--- src/include/adcpc_pkg.sv ---
// Shared constants and types for the converter control block
`default_nettype none
package adcpc_pkg;
    localparam int          CLK_PERIOD_NS    = 100;
    localparam int          POR_TIME_NS      = 10000;
    localparam int          POR_CYCLES       = (POR_TIME_NS + CLK_PERIOD_NS - 1) / CLK_PERIOD_NS;
    localparam int          POR_CW           = $clog2(POR_CYCLES + 1);
    localparam int          INT_CONV_TIME_NS = 3600;
    localparam int          RES_BITS         = 10;
    localparam int          CONV_TICKS       = 13;
    localparam int          ACQ_TICKS        = 3;
    localparam int          TICK_CW          = $clog2(CONV_TICKS + 1);
    localparam int          INT_TICK_RAW     = INT_CONV_TIME_NS / (CONV_TICKS * CLK_PERIOD_NS);
    localparam int          INT_TICK_CYCLES  = (INT_TICK_RAW < 1) ? 1 : INT_TICK_RAW;
    localparam int          DIV_CW           = 8;
    localparam int          BYTE_W           = 8;
    localparam int          ADDR_W           = 3;
    localparam int          CB_PD_HI         = 7;
    localparam int          CB_PD_LO         = 6;
    localparam int          CB_ACQ           = 5;
    localparam int          CB_SGL           = 4;
    localparam int          CB_UNI           = 3;
    localparam int          CB_ADDR_HI       = 2;
    localparam int          CB_ADDR_LO       = 0;
    localparam logic [1:0]  PD_FULL          = 2'h0;
    localparam logic [1:0]  PD_STANDBY       = 2'h1;
    localparam logic [1:0]  PD_INT_CLK       = 2'h2;
    localparam logic [1:0]  PD_EXT_CLK       = 2'h3;
    localparam logic [7:0]  CTRL_RESET       = 8'hc0;

    typedef enum {ST_POR, ST_IDLE, ST_ACQ, ST_CONV, ST_STANDBY, ST_SHUTDOWN} adcpc_state_type;
endpackage : adcpc_pkg
`default_nettype wire

--- src/rtl/adcpc_pin_sync.sv ---
// Three-stage pin synchroniser that accepts a change once stages two and three agree
`default_nettype none
module adcpc_pin_sync #(
    parameter int WIDTH = 1
) (
    input  wire logic             core_clk,
    input  wire logic             rst_b,
    input  wire logic [WIDTH-1:0] pinIn,
    output logic      [WIDTH-1:0] pinOut
);
    logic [WIDTH-1:0] stage1_reg;
    logic [WIDTH-1:0] stage2_reg;
    logic [WIDTH-1:0] stage3_reg;
    logic [WIDTH-1:0] out_reg;
    logic [WIDTH-1:0] out_next;

    always_comb
    begin
        for (int i = 0; i < WIDTH; i++)
        begin
            out_next[i] = (stage2_reg[i] == stage3_reg[i]) ? stage3_reg[i] : out_reg[i];
        end
    end

    // Idle level of chip select and both strobes is high, so reset every stage to ones
    always_ff @(posedge core_clk)
    begin
        if (!rst_b)
        begin
            stage1_reg <= '1;
            stage2_reg <= '1;
            stage3_reg <= '1;
            out_reg    <= '1;
        end
        else
        begin
            stage1_reg <= pinIn;
            stage2_reg <= stage1_reg;
            stage3_reg <= stage2_reg;
            out_reg    <= out_next;
        end
    end

    assign pinOut = out_reg;
endmodule : adcpc_pin_sync
`default_nettype wire

--- src/rtl/adcpc_sar.sv ---
// Successive-approximation sequencer stepped by conversion clock ticks
`default_nettype none
module adcpc_sar
    import adcpc_pkg::*;
#(
    parameter int BITS  = RES_BITS,
    parameter int TICKS = CONV_TICKS
) (
    input  wire logic            core_clk,
    input  wire logic            rst_b,
    input  wire logic            start,
    input  wire logic            tick,
    input  wire logic            compHigh,
    output logic      [BITS-1:0] dacCode,
    output logic      [BITS-1:0] result,
    output logic                 done
);
    logic               busy_reg;
    logic               busy_next;
    logic [TICK_CW-1:0] cnt_reg;
    logic [TICK_CW-1:0] cnt_next;
    logic [BITS-1:0]    code_reg;
    logic [BITS-1:0]    code_next;
    logic [BITS-1:0]    result_reg;
    logic [BITS-1:0]    result_next;
    logic               done_reg;
    logic               done_next;

    always_comb
    begin
        int bitIdx;
        bitIdx      = BITS - 1 - int'(cnt_reg);
        busy_next   = busy_reg;
        cnt_next    = cnt_reg;
        code_next   = code_reg;
        result_next = result_reg;
        done_next   = 1'b0;
        if (start)
        begin
            busy_next = 1'b1;
            cnt_next  = '0;
            code_next = {1'b1, {(BITS-1){1'b0}}};
        end
        else if (busy_reg && tick)
        begin
            // Keep or drop the trial bit, then try the next lower one
            if (bitIdx >= 0)
            begin
                code_next[bitIdx] = compHigh;
            end
            if (bitIdx >= 1)
            begin
                code_next[bitIdx-1] = 1'b1;
            end
            cnt_next = cnt_reg + TICK_CW'(1);
            if (int'(cnt_reg) == TICKS - 1)
            begin
                busy_next   = 1'b0;
                done_next   = 1'b1;
                result_next = code_next;
            end
        end
    end

    always_ff @(posedge core_clk)
    begin
        if (!rst_b)
        begin
            busy_reg   <= 1'b0;
            cnt_reg    <= '0;
            code_reg   <= '0;
            result_reg <= '0;
            done_reg   <= 1'b0;
        end
        else
        begin
            busy_reg   <= busy_next;
            cnt_reg    <= cnt_next;
            code_reg   <= code_next;
            result_reg <= result_next;
            done_reg   <= done_next;
        end
    end

    assign dacCode = code_reg;
    assign result  = result_reg;
    assign done    = done_reg;
endmodule : adcpc_sar
`default_nettype wire

--- src/rtl/adcpc_port_control.sv ---
// Control, power-down and byte-wide output path of the converter
`default_nettype none
module adcpc_port_control
    import adcpc_pkg::*;
#(
    parameter bit EIGHT_CHANNEL = 1'b1
) (
    input  wire logic                core_clk,
    input  wire logic                rst_b,
    input  wire logic                chipSelB,
    input  wire logic                writeB,
    input  wire logic                readB,
    input  wire logic                high_byte_select,
    input  wire logic                convClkPin,
    input  wire logic [BYTE_W-1:0]   dataIn,
    input  wire logic                compHigh,
    output logic      [BYTE_W-1:0]   dataOut,
    output logic                     dataOe,
    output logic                     convDoneB,
    output logic      [ADDR_W-1:0]   muxPosSel,
    output logic      [ADDR_W-1:0]   muxNegSel,
    output logic                     muxNegCom,
    output logic                     trackHold,
    output logic      [RES_BITS-1:0] dacCode,
    output logic                     analogPowerOn,
    output logic                     refPowerOn,
    output logic                     intClkMode,
    output logic                     porBusy
);
    localparam int SYNC_W = 5 + BYTE_W;

    logic [SYNC_W-1:0]   syncOut;
    logic                csS;
    logic                wrS;
    logic                rdS;
    logic                hbS;
    logic                clkS;
    logic [BYTE_W-1:0]   dataS;
    logic                selected;
    logic                wrRise;
    logic                rdFall;
    logic                clkRise;
    logic                readActive;
    logic                tick;
    logic                sarStart;
    logic                sarDone;
    logic [RES_BITS-1:0] sarResult;
    logic [1:0]          pdSel;

    adcpc_state_type     state_reg;
    adcpc_state_type     state_next;
    logic [POR_CW-1:0]   porCnt_reg;
    logic [POR_CW-1:0]   porCnt_next;
    logic [TICK_CW-1:0]  acqCnt_reg;
    logic [TICK_CW-1:0]  acqCnt_next;
    logic [DIV_CW-1:0]   divCnt_reg;
    logic [DIV_CW-1:0]   divCnt_next;
    logic [BYTE_W-1:0]   ctrl_reg;
    logic [BYTE_W-1:0]   ctrl_next;
    logic                intClk_reg;
    logic                intClk_next;
    logic [6:0]          mux_reg;
    logic [6:0]          mux_next;
    logic [RES_BITS-1:0] result_reg;
    logic [RES_BITS-1:0] result_next;
    logic                resultUni_reg;
    logic                resultUni_next;
    logic                convDoneB_reg;
    logic                convDoneB_next;
    logic [BYTE_W-1:0]   dataOut_reg;
    logic [BYTE_W-1:0]   dataOut_next;
    logic                wrPrev_reg;
    logic                rdPrev_reg;
    logic                clkPrev_reg;

    // Returns {positive select, negative select, negative is common}
    function automatic logic [6:0] muxDecode(input logic [ADDR_W-1:0] addr,
                                             input logic              single);
        logic [ADDR_W-1:0] a;
        a = addr;
        if (!EIGHT_CHANNEL)
        begin
            a[ADDR_W-1] = 1'b0;
        end
        if (single)
        begin
            muxDecode = {a, a, 1'b1};
        end
        else
        begin
            muxDecode = {a, a[ADDR_W-1:1], ~a[0], 1'b0};
        end
    endfunction : muxDecode

    // Offset binary from the SAR becomes two's complement in bipolar mode
    function automatic logic [RES_BITS-1:0] codeResult(input logic [RES_BITS-1:0] raw,
                                                       input logic                uni);
        codeResult = uni ? raw : {~raw[RES_BITS-1], raw[RES_BITS-2:0]};
    endfunction : codeResult

    function automatic logic [BYTE_W-1:0] highByte(input logic [RES_BITS-1:0] res,
                                                   input logic                uni);
        logic fill;
        fill     = uni ? 1'b0 : res[RES_BITS-1];
        highByte = {{(2*BYTE_W-RES_BITS){fill}}, res[RES_BITS-1:BYTE_W]};
    endfunction : highByte

    adcpc_pin_sync #(
        .WIDTH (SYNC_W)
    ) u_sync (
        .core_clk (core_clk),
        .rst_b    (rst_b),
        .pinIn    ({chipSelB, writeB, readB, high_byte_select, convClkPin, dataIn}),
        .pinOut   (syncOut)
    );

    assign {csS, wrS, rdS, hbS, clkS, dataS} = syncOut;

    // Deselected chip sees no strobe and no conversion clock edge
    assign selected   = !csS;
    assign wrRise     = selected && wrS && !wrPrev_reg;
    assign readActive = selected && !rdS;
    assign rdFall     = readActive && rdPrev_reg;
    assign clkRise    = selected && clkS && !clkPrev_reg;
    assign tick       = intClk_reg ? (divCnt_reg == DIV_CW'(INT_TICK_CYCLES - 1)) : clkRise;
    assign pdSel      = ctrl_reg[CB_PD_HI:CB_PD_LO];

    adcpc_sar u_sar (
        .core_clk (core_clk),
        .rst_b    (rst_b),
        .start    (sarStart),
        .tick     (tick),
        .compHigh (compHigh),
        .dacCode  (dacCode),
        .result   (sarResult),
        .done     (sarDone)
    );

    always_comb
    begin
        state_next     = state_reg;
        porCnt_next    = porCnt_reg;
        acqCnt_next    = acqCnt_reg;
        ctrl_next      = ctrl_reg;
        intClk_next    = intClk_reg;
        mux_next       = mux_reg;
        result_next    = result_reg;
        resultUni_next = resultUni_reg;
        sarStart       = 1'b0;
        divCnt_next    = '0;
        if (intClk_reg && !tick)
        begin
            divCnt_next = divCnt_reg + DIV_CW'(1);
        end
        case (state_reg)
            ST_POR:
            begin
                if (porCnt_reg == POR_CW'(POR_CYCLES - 1))
                begin
                    state_next = ST_IDLE;
                end
                else
                begin
                    porCnt_next = porCnt_reg + POR_CW'(1);
                end
            end
            ST_IDLE, ST_STANDBY, ST_SHUTDOWN:
            begin
                // A write also ends either power-down mode
                if (wrRise)
                begin
                    state_next  = ST_ACQ;
                    acqCnt_next = '0;
                    ctrl_next   = dataS;
                    mux_next    = muxDecode(dataS[CB_ADDR_HI:CB_ADDR_LO], dataS[CB_SGL]);
                    if (dataS[CB_PD_HI])
                    begin
                        intClk_next = !dataS[CB_PD_LO];
                    end
                end
            end
            ST_ACQ:
            begin
                if (tick)
                begin
                    if (acqCnt_reg == TICK_CW'(ACQ_TICKS - 1))
                    begin
                        state_next = ST_CONV;
                        sarStart   = 1'b1;
                    end
                    else
                    begin
                        acqCnt_next = acqCnt_reg + TICK_CW'(1);
                    end
                end
            end
            ST_CONV:
            begin
                if (sarDone)
                begin
                    result_next    = codeResult(sarResult, ctrl_reg[CB_UNI]);
                    resultUni_next = ctrl_reg[CB_UNI];
                    case (pdSel)
                        PD_FULL:    state_next = ST_SHUTDOWN;
                        PD_STANDBY: state_next = ST_STANDBY;
                        default:    state_next = ST_IDLE;
                    endcase
                end
            end
            default:
            begin
                state_next = ST_POR;
            end
        endcase
    end

    always_comb
    begin
        convDoneB_next = convDoneB_reg;
        if (rdFall || wrRise)
        begin
            convDoneB_next = 1'b1;
        end
        // A completion in the same cycle as a clearing strobe wins
        if (sarDone)
        begin
            convDoneB_next = 1'b0;
        end
        dataOut_next = hbS ? highByte(result_reg, resultUni_reg) : result_reg[BYTE_W-1:0];
    end

    always_ff @(posedge core_clk)
    begin
        if (!rst_b)
        begin
            state_reg     <= ST_POR;
            porCnt_reg    <= '0;
            acqCnt_reg    <= '0;
            divCnt_reg    <= '0;
            ctrl_reg      <= CTRL_RESET;
            intClk_reg    <= 1'b0;
            mux_reg       <= '0;
            result_reg    <= '0;
            resultUni_reg <= 1'b1;
            convDoneB_reg <= 1'b1;
            dataOut_reg   <= '0;
            wrPrev_reg    <= 1'b1;
            rdPrev_reg    <= 1'b1;
            clkPrev_reg   <= 1'b1;
        end
        else
        begin
            state_reg     <= state_next;
            porCnt_reg    <= porCnt_next;
            acqCnt_reg    <= acqCnt_next;
            divCnt_reg    <= divCnt_next;
            ctrl_reg      <= ctrl_next;
            intClk_reg    <= intClk_next;
            mux_reg       <= mux_next;
            result_reg    <= result_next;
            resultUni_reg <= resultUni_next;
            convDoneB_reg <= convDoneB_next;
            dataOut_reg   <= dataOut_next;
            wrPrev_reg    <= wrS;
            rdPrev_reg    <= rdS;
            clkPrev_reg   <= clkS;
        end
    end

    assign dataOut       = dataOut_reg;
    assign dataOe        = readActive;
    assign convDoneB     = convDoneB_reg;
    assign {muxPosSel, muxNegSel, muxNegCom} = mux_reg;
    assign trackHold     = (state_reg == ST_ACQ);
    assign analogPowerOn = (state_reg != ST_STANDBY) && (state_reg != ST_SHUTDOWN);
    assign refPowerOn    = (state_reg != ST_SHUTDOWN);
    assign intClkMode    = intClk_reg;
    assign porBusy       = (state_reg == ST_POR);
endmodule : adcpc_port_control
`default_nettype wire

--- config.mk ---
export PLATFORM = sky130hd
export DESIGN_NAME = adcpc_port_control
export DESIGN_NICKNAME = d
export VERILOG_FILES = /design/src/include/adcpc_pkg.sv /design/src/rtl/adcpc_pin_sync.sv /design/src/rtl/adcpc_sar.sv /design/src/rtl/adcpc_port_control.sv
export SDC_FILE = /design/constraint.sdc
export NUM_CORES = 1
export LEC_CHECK = 0
export BUFFER_PORTS_ARGS = -buffer_cell sky130_fd_sc_hd__buf_2
export CAP_MARGIN = 20
export CORE_MARGIN = 10
export CORE_UTILIZATION = 63
export DETAILED_ROUTE_END_ITERATION = 8
export HOLD_SLACK_MARGIN = 0.12
export PLACE_DENSITY_LB_ADDON = 0.08
export SLEW_MARGIN = 20
export SYNTH_ARGS = -nofsm -noshare
export SYNTH_HDL_FRONTEND = slang
export SYNTH_SLANG_ARGS = --single-unit
--- constraint.sdc ---
create_clock -name core_clk -period 8.4 [get_ports core_clk]
set_input_delay 0.42 -clock core_clk [delete_from_list [all_inputs] [get_ports core_clk]]
set_output_delay 0.42 -clock core_clk [all_outputs]
set_load 0.05 [all_outputs]
Word-level counts from Yosys, hierarchy flattened:

Cells that the tools add are included.

* output and inout bits: 32
* input port bits: 16
* word-level logic and storage cells: 160
* flip-flop bits (word level): 168

* bitwise operators: 7
* magnitude comparators: 6
* reductions and logical operators: 37
* multiplexer cells: 36
* eq/ne operators: 32
* add/sub/neg operators: 6

Operator list (count)
* $mux 32: 5
* $pmux 32 s4: 1
* $eq 32x3->1 const B: 3
* $ge 32x1->1 const B: 3
* $mux 10: 7
* $eq 32x2->1 const B: 2
* $logic_not 32->1: 2
* $lt 32x6->1 const B: 2
* $ne 32x4->1 const B: 2
* $eq 32x1->1 const B: 1
* $ge 32x2->1 const B: 1
* $sub 32x2->32 const B: 1
* $eq 1x1->1: 13
* $mux 1: 13
* $mux 4: 3
* $logic_and 1x1->1: 11
* $bwmux 10: 1
* $ne 2x2->1 const B: 5
* $or 10x10->10: 1
* $reduce_and 2->1: 5
* $add 4x1->4 const B: 2
* $add 8x1->8 const B: 1
* $demux 1 s4: 2
* $eq 8x1->1 const B: 1
* other kinds (21): 36

Logic depth before layout (Yosys ltp):

* depth in word-level cells: 13
* mapped depth: 14
* mapped depth without buffers: 12

Hierarchy:

From an unflattened synthesis, not the netlist that was laid out.

* cell total of the unflattened synthesis: 553
* area total of the unflattened synthesis: 5237.5 um^2

Modules (own cells, without submodules)
* adcpc_port_control: seq. area each 1081.0 um^2, instances 1, area an instance 2357.3 um^2, cells each 258
* adcpc_pin_sync: seq. area each 1041.0 um^2, instances 1, area an instance 1503.9 um^2, cells each 135
* adcpc_sar: seq. area each 520.5 um^2, instances 1, area an instance 1376.3 um^2, cells each 160

Least setup slack after synthesis:

Ideal clock, no wire load.

* path type: reg2reg
* from: register u_sar.cnt_reg[1]
* to: register u_sar.result_reg[8], in the netlist u_sar.result[8]
* clock period less this slack: 3.092 ns
* library setup time: 0.086 ns
* data required time: 8.314 ns
* cell stages (with the launch flop): 13
* path buffers: 1
* arrival: 3.007 ns
* slack: 5.308 ns
* path through: dfxtp_1 > inv_1 > ha_1 > or2_2 > a21oi_1 > inv_1 > ha_1 > or4_1 > nor3_1 > and3_1 > clkbuf_2 > a31oi_1 > a211oi_1

* longest elaborated chain between the ends: 11
* elaborated cells between the ends (all ways): 22
* classes of those cells: add/sub: 2; order compare: 6; eq/ne: 1; mux: 9; bitwise: 1; reduce/logical: 3

Ends and longest elaborated chain
* from (decl): RTL line adcpc_sar.sv:20 `logic [TICK_CW-1:0] cnt_reg;`
* from (signal assigned): RTL line adcpc_sar.sv:78 `cnt_reg <= cnt_next;`
* branches (longest 11 deep; another with $sub 32x2->32)
* to (signal assigned): RTL line adcpc_sar.sv:80 `result_reg <= result_next;`
* to (decl): RTL line adcpc_sar.sv:24 `logic [BITS-1:0] result_reg;`

Several ways; the timed one is not identified. The select of a mux whose other input is x is not followed.
A chain may end at the register's enable or synchronous reset.

Final worst setup path:

* from: register u_sar.cnt_reg[1]
* to: register u_sar.code_reg[7], in the netlist u_sar.dacCode[7]

* longest elaborated chain between the ends: 11
* elaborated cells between the ends (all ways): 20
* classes of those cells: add/sub: 2; order compare: 6; mux: 9; bitwise: 1; reduce/logical: 2

Ends and longest elaborated chain
* $sub 4x4->5 *: RTL line adcpc_sar.sv:32 `bitIdx = BITS - 1 - int'(cnt_reg);`
* branches (longest 9 deep; another with $sub 32x2->32)
* $mux 10 *: RTL line adcpc_sar.sv:51 `if (bitIdx >= 1)`
* to (signal assigned): RTL line adcpc_sar.sv:79 `code_reg <= code_next;`
* to (decl): RTL line adcpc_sar.sv:22 `logic [BITS-1:0] code_reg;`

Mark *: on every way between the ends. The select of a mux whose other input is x is not followed.

==> reports/qor.log <==
qor: cts.cts_tree built
qor: synthesis.synth_fp_nets 616
qor: timing.timing_hold_violations_final 0
qor: drt.postRouteAntennaNets 0
qor: cts.post_cts_clock_slew_at_the_launch_and_capture_registers_of_the_worst_setup_and_hold_paths 0.06 ns
qor: synthesis.synthCells 578
qor: timing.fmax 269 MHz
qor: timing.final_setup_margin 4.68 ns
qor: critical_path.cell_breakdown_of_the_critical_path inv_1, ha_1, or2_2, a21oi_1, inv_1, ha_1, or4_1, nor3_1, and3_1, a31oi_1, a211oi_2
qor: finish.layout_cell_share_with_drive_strength_beyond_1 18.2%
qor: cts.cts_buffer_depth 2
qor: synthesis.synth_edf_count 0
qor: power.p_leak 2.41 nW
qor: cts.clockRootBuffer sky130_fd_sc_hd__clkbuf_8
qor: floorplanning.die_h 112 microns
qor: drt.route.detailed.drc 0
qor: timing.post-route-min-period 3.72 ns
qor: worst_hold_path.hold_path.class primary input to flop
qor: synthesis.top_cells_by_area_in_the_synthesized_netlist sky130_fd_sc_hd__dfxtp_1 (48%), sky130_fd_sc_hd__nand2b_1 (6.0%), sky130_fd_sc_hd__a21oi_1 (5.2%)
qor: synthesis.ys_seq_elements 128
qor: critical_path.setup.reg_to_reg.worst_slack 4.68 ns
qor: critical_path.worst_path_largest_cell_delay 0.54 ns
qor: finish.seq_area 0.00256 sq mm
qor: timing.grt_setup_unrepaired false
qor: synthesis.postSynth.asyncResetShare 0%
qor: grt.groute.usage.overall 17.8%
qor: cts.cts_made_buffers 17
qor: drt.drtPass1Iterations 5
qor: floorplanning.chipWidth 112 microns
qor: critical_path.cp_slowest_cell sky130_fd_sc_hd__dfxtp_1
qor: grt.antenna_found_initial 0
qor: timing.transition_time_at_the_pin_with_the_least_slew_margin 0.696 ns
qor: critical_path.timing.critical_path.arrival 4.14 ns
qor: drt.drt_first_iter_violations 255
qor: drt.routed_wire_length_per_instance 15.0 microns
qor: placed_design.globalplace.congestion 0.877
qor: floorplanning.die_area 0.0126 sq mm
qor: synthesis.synthTopCellsByCount sky130_fd_sc_hd__dfxtp_1 (128), sky130_fd_sc_hd__a21oi_1 (56), sky130_fd_sc_hd__nor2_1 (53)
qor: critical_path.timing.critical_path.from_type flop
qor: timing.timing.final.crit_share 44.3%
qor: floorplanning.io-pin-count 48
qor: cts.postCtsHoldBufs 12
qor: cts.clock-sinks 128
qor: drt.route.vias.total 4127
qor: critical_path.path_class flop to flop
qor: floorplanning.initial_utilization 64.9%
qor: placed_design.placed_area 0.00556 sq mm
qor: finish.area_of_combinational_cells_with_multiple_inputs 0.00257 sq mm
qor: critical_path.worstPathMaxFanout 12
qor: synthesis.synth-warning-count 0
qor: timing.max-slew-margin-rel 53.3%
qor: timing.finalSetupViolCount 0
qor: floorplanning.core_box_area 0.00826 sq mm
qor: finish.number_of_filler_instances_in_the_final_layout 569
qor: cts.cts_resized 0
qor: power.totalPowerFinal 1.46 mW
qor: critical_path.worst-endpoint-required 8.82 ns
qor: synthesis.yosys.cell_types.count 57
qor: cts.cts_post_setup_buffers_inserted 0
qor: synthesis.ys_seq_area_share 47.8%
qor: synthesis.syn-cell-area 0.00536 sq mm
qor: drt.vias_per_cell 5.56
qor: critical_path.cp-end-kind flop
qor: grt.wire_length_of_the_first_global_routing_pass 19000 microns
qor: cts.h-tree-depth 4
qor: timing.final_max_slew_viol_count 0
qor: placed_design.place_hpwl 7290 microns
qor: timing.totalNegativeSetupSlack 0 ns
qor: drt.detail_route.wirelength 11200 microns
qor: run.max_cap_viol_count 0
qor: grt.overflow 0
qor: finish.finish.instance_area 0.00633 sq mm
qor: finish.flow.area_growth_from_synthesis 18.0%
qor: finish.insertedDiodeCount 0
qor: outcome.run_status complete, no violations
qor: synthesis.synthFlopType sky130_fd_sc_hd__dfxtp_1
qor: synthesis.synth_area_per_cell 9.27 sq um
qor: synthesis.synth_top_cell_area_share 47.8%
qor: placed_design.io_buffers 46
qor: power.vdd_drop_max 237 uV
qor: timing.clk_skew 0.0107 ns
qor: finish.final_net_count 662
qor: grt.grt_pass1_vias 4071
qor: power.power.density_cell_area 230 mW/mm^2
qor: placed_design.dpl_worst_slack 4.70 ns
qor: cts.clkLatencyLatePin 0.51 ns
qor: synthesis.yosysMostFrequentCell sky130_fd_sc_hd__dfxtp_1
qor: synthesis.most_area_hungry_cell_type_in_the_yosys_netlist sky130_fd_sc_hd__dfxtp_1
qor: grt.grt_max_degree 38
qor: floorplanning.floorplan.rows 33
==> cell families after synthesis <==
kind of cell | count (synthesis) | synth area share, %
and+or+nand+nor | 214 | 21.3
xor gates and xnor gates | 22 | 3.60
muxes | 15 | 3.01
buffers and inverters | 48 | 4.39
adders and majority gates | 22 | 5.14
DFF | 128 | 47.8
AOI/OAI and AO/OA | 129 | 14.8
==> per-layer routing <==
| layer | track usage [%] | vias up | part of all wire (%) |
|---|---|---|---|
| li1 | - | 2091 | - |
| met3 | 6.55 | 19 | 5.5 |
| met4 | 6.51 | 0 | 1.7 |
| met1 | 20.5 | 1933 | 43 |
| met5 | 0 | - | 0 |
| met2 | 29.6 | 84 | 50 |
==> power breakdown <==
part           switching [mW]  internal, mW
Sequential            0.00779         0.618
Clock                   0.286         0.502
Combinational          0.0231        0.0186
==> area by class of cell <==
type,count,area share (%)
clock buffer,18,6.76
clock inverter,14,3.36
inverter,14,0.831
multi-input combinational,402,40.6
sequential,128,40.5
tap,105,2.08
timing repair buffer,61,5.89
==> critical path, delay by kind of cell (launching register included) <==
| family | cells | cell delay [ns] |
|---|---|---|
| buffers and inverters | 2 | 0.30 |
| adders and majority gates | 2 | 0.62 |
| and+or+nand+nor | 4 | 1.42 |
| DFF | 1 | 0.54 |
| AOI/OAI and AO/OA | 3 | 0.76 |
==> through the flow <==
stage               hold slack (ns)  utilization, %  cells
finish                        0.375            76.6    742
global route                  0.406            76.6    742
CTS                           0.366            76.5    742
detailed placement            0.392            67.3    698
global placement              0.389            67.3    698
floorplan                     0.386               -    578
==> cell usage in the layout, fill, tap and decap left out, types with 8 or more instances in the layout <==
| cell type | n |
|---|---|
| sky130_fd_sc_hd__a211oi_1 | 10 |
| sky130_fd_sc_hd__a21oi_1 | 56 |
| sky130_fd_sc_hd__a31oi_1 | 10 |
| sky130_fd_sc_hd__buf_2 | 46 |
| sky130_fd_sc_hd__clkbuf_16 | 16 |
| sky130_fd_sc_hd__dfxtp_1 | 128 |
| sky130_fd_sc_hd__dlygate4sd3_1 | 12 |
| sky130_fd_sc_hd__ha_1 | 22 |
| sky130_fd_sc_hd__inv_1 | 13 |
| sky130_fd_sc_hd__inv_6 | 8 |
| sky130_fd_sc_hd__mux2_2 | 9 |
| sky130_fd_sc_hd__nand2_1 | 49 |
| sky130_fd_sc_hd__nand2b_1 | 51 |
| sky130_fd_sc_hd__nand3_1 | 12 |
| sky130_fd_sc_hd__nor2_1 | 53 |
| sky130_fd_sc_hd__o21ai_0 | 20 |
| sky130_fd_sc_hd__o21ai_1 | 10 |
| sky130_fd_sc_hd__xnor2_1 | 9 |
| sky130_fd_sc_hd__xor2_1 | 13 |
==> worst paths after layout <==
kind	startpoint	end	cells after the start
hold reg to reg	u_sync.stage1_reg[2]	u_sync.stage2_reg[2]	1
setup / recovery	u_sar.cnt_reg[1]	u_sar.dacCode[7]	11
setup reg to reg	u_sar.cnt_reg[1]	u_sar.dacCode[7]	11
hold / removal	rst_b	u_sync.stage2_reg[4]	2
No activity file was read; power rests on OpenSTA's default activity.
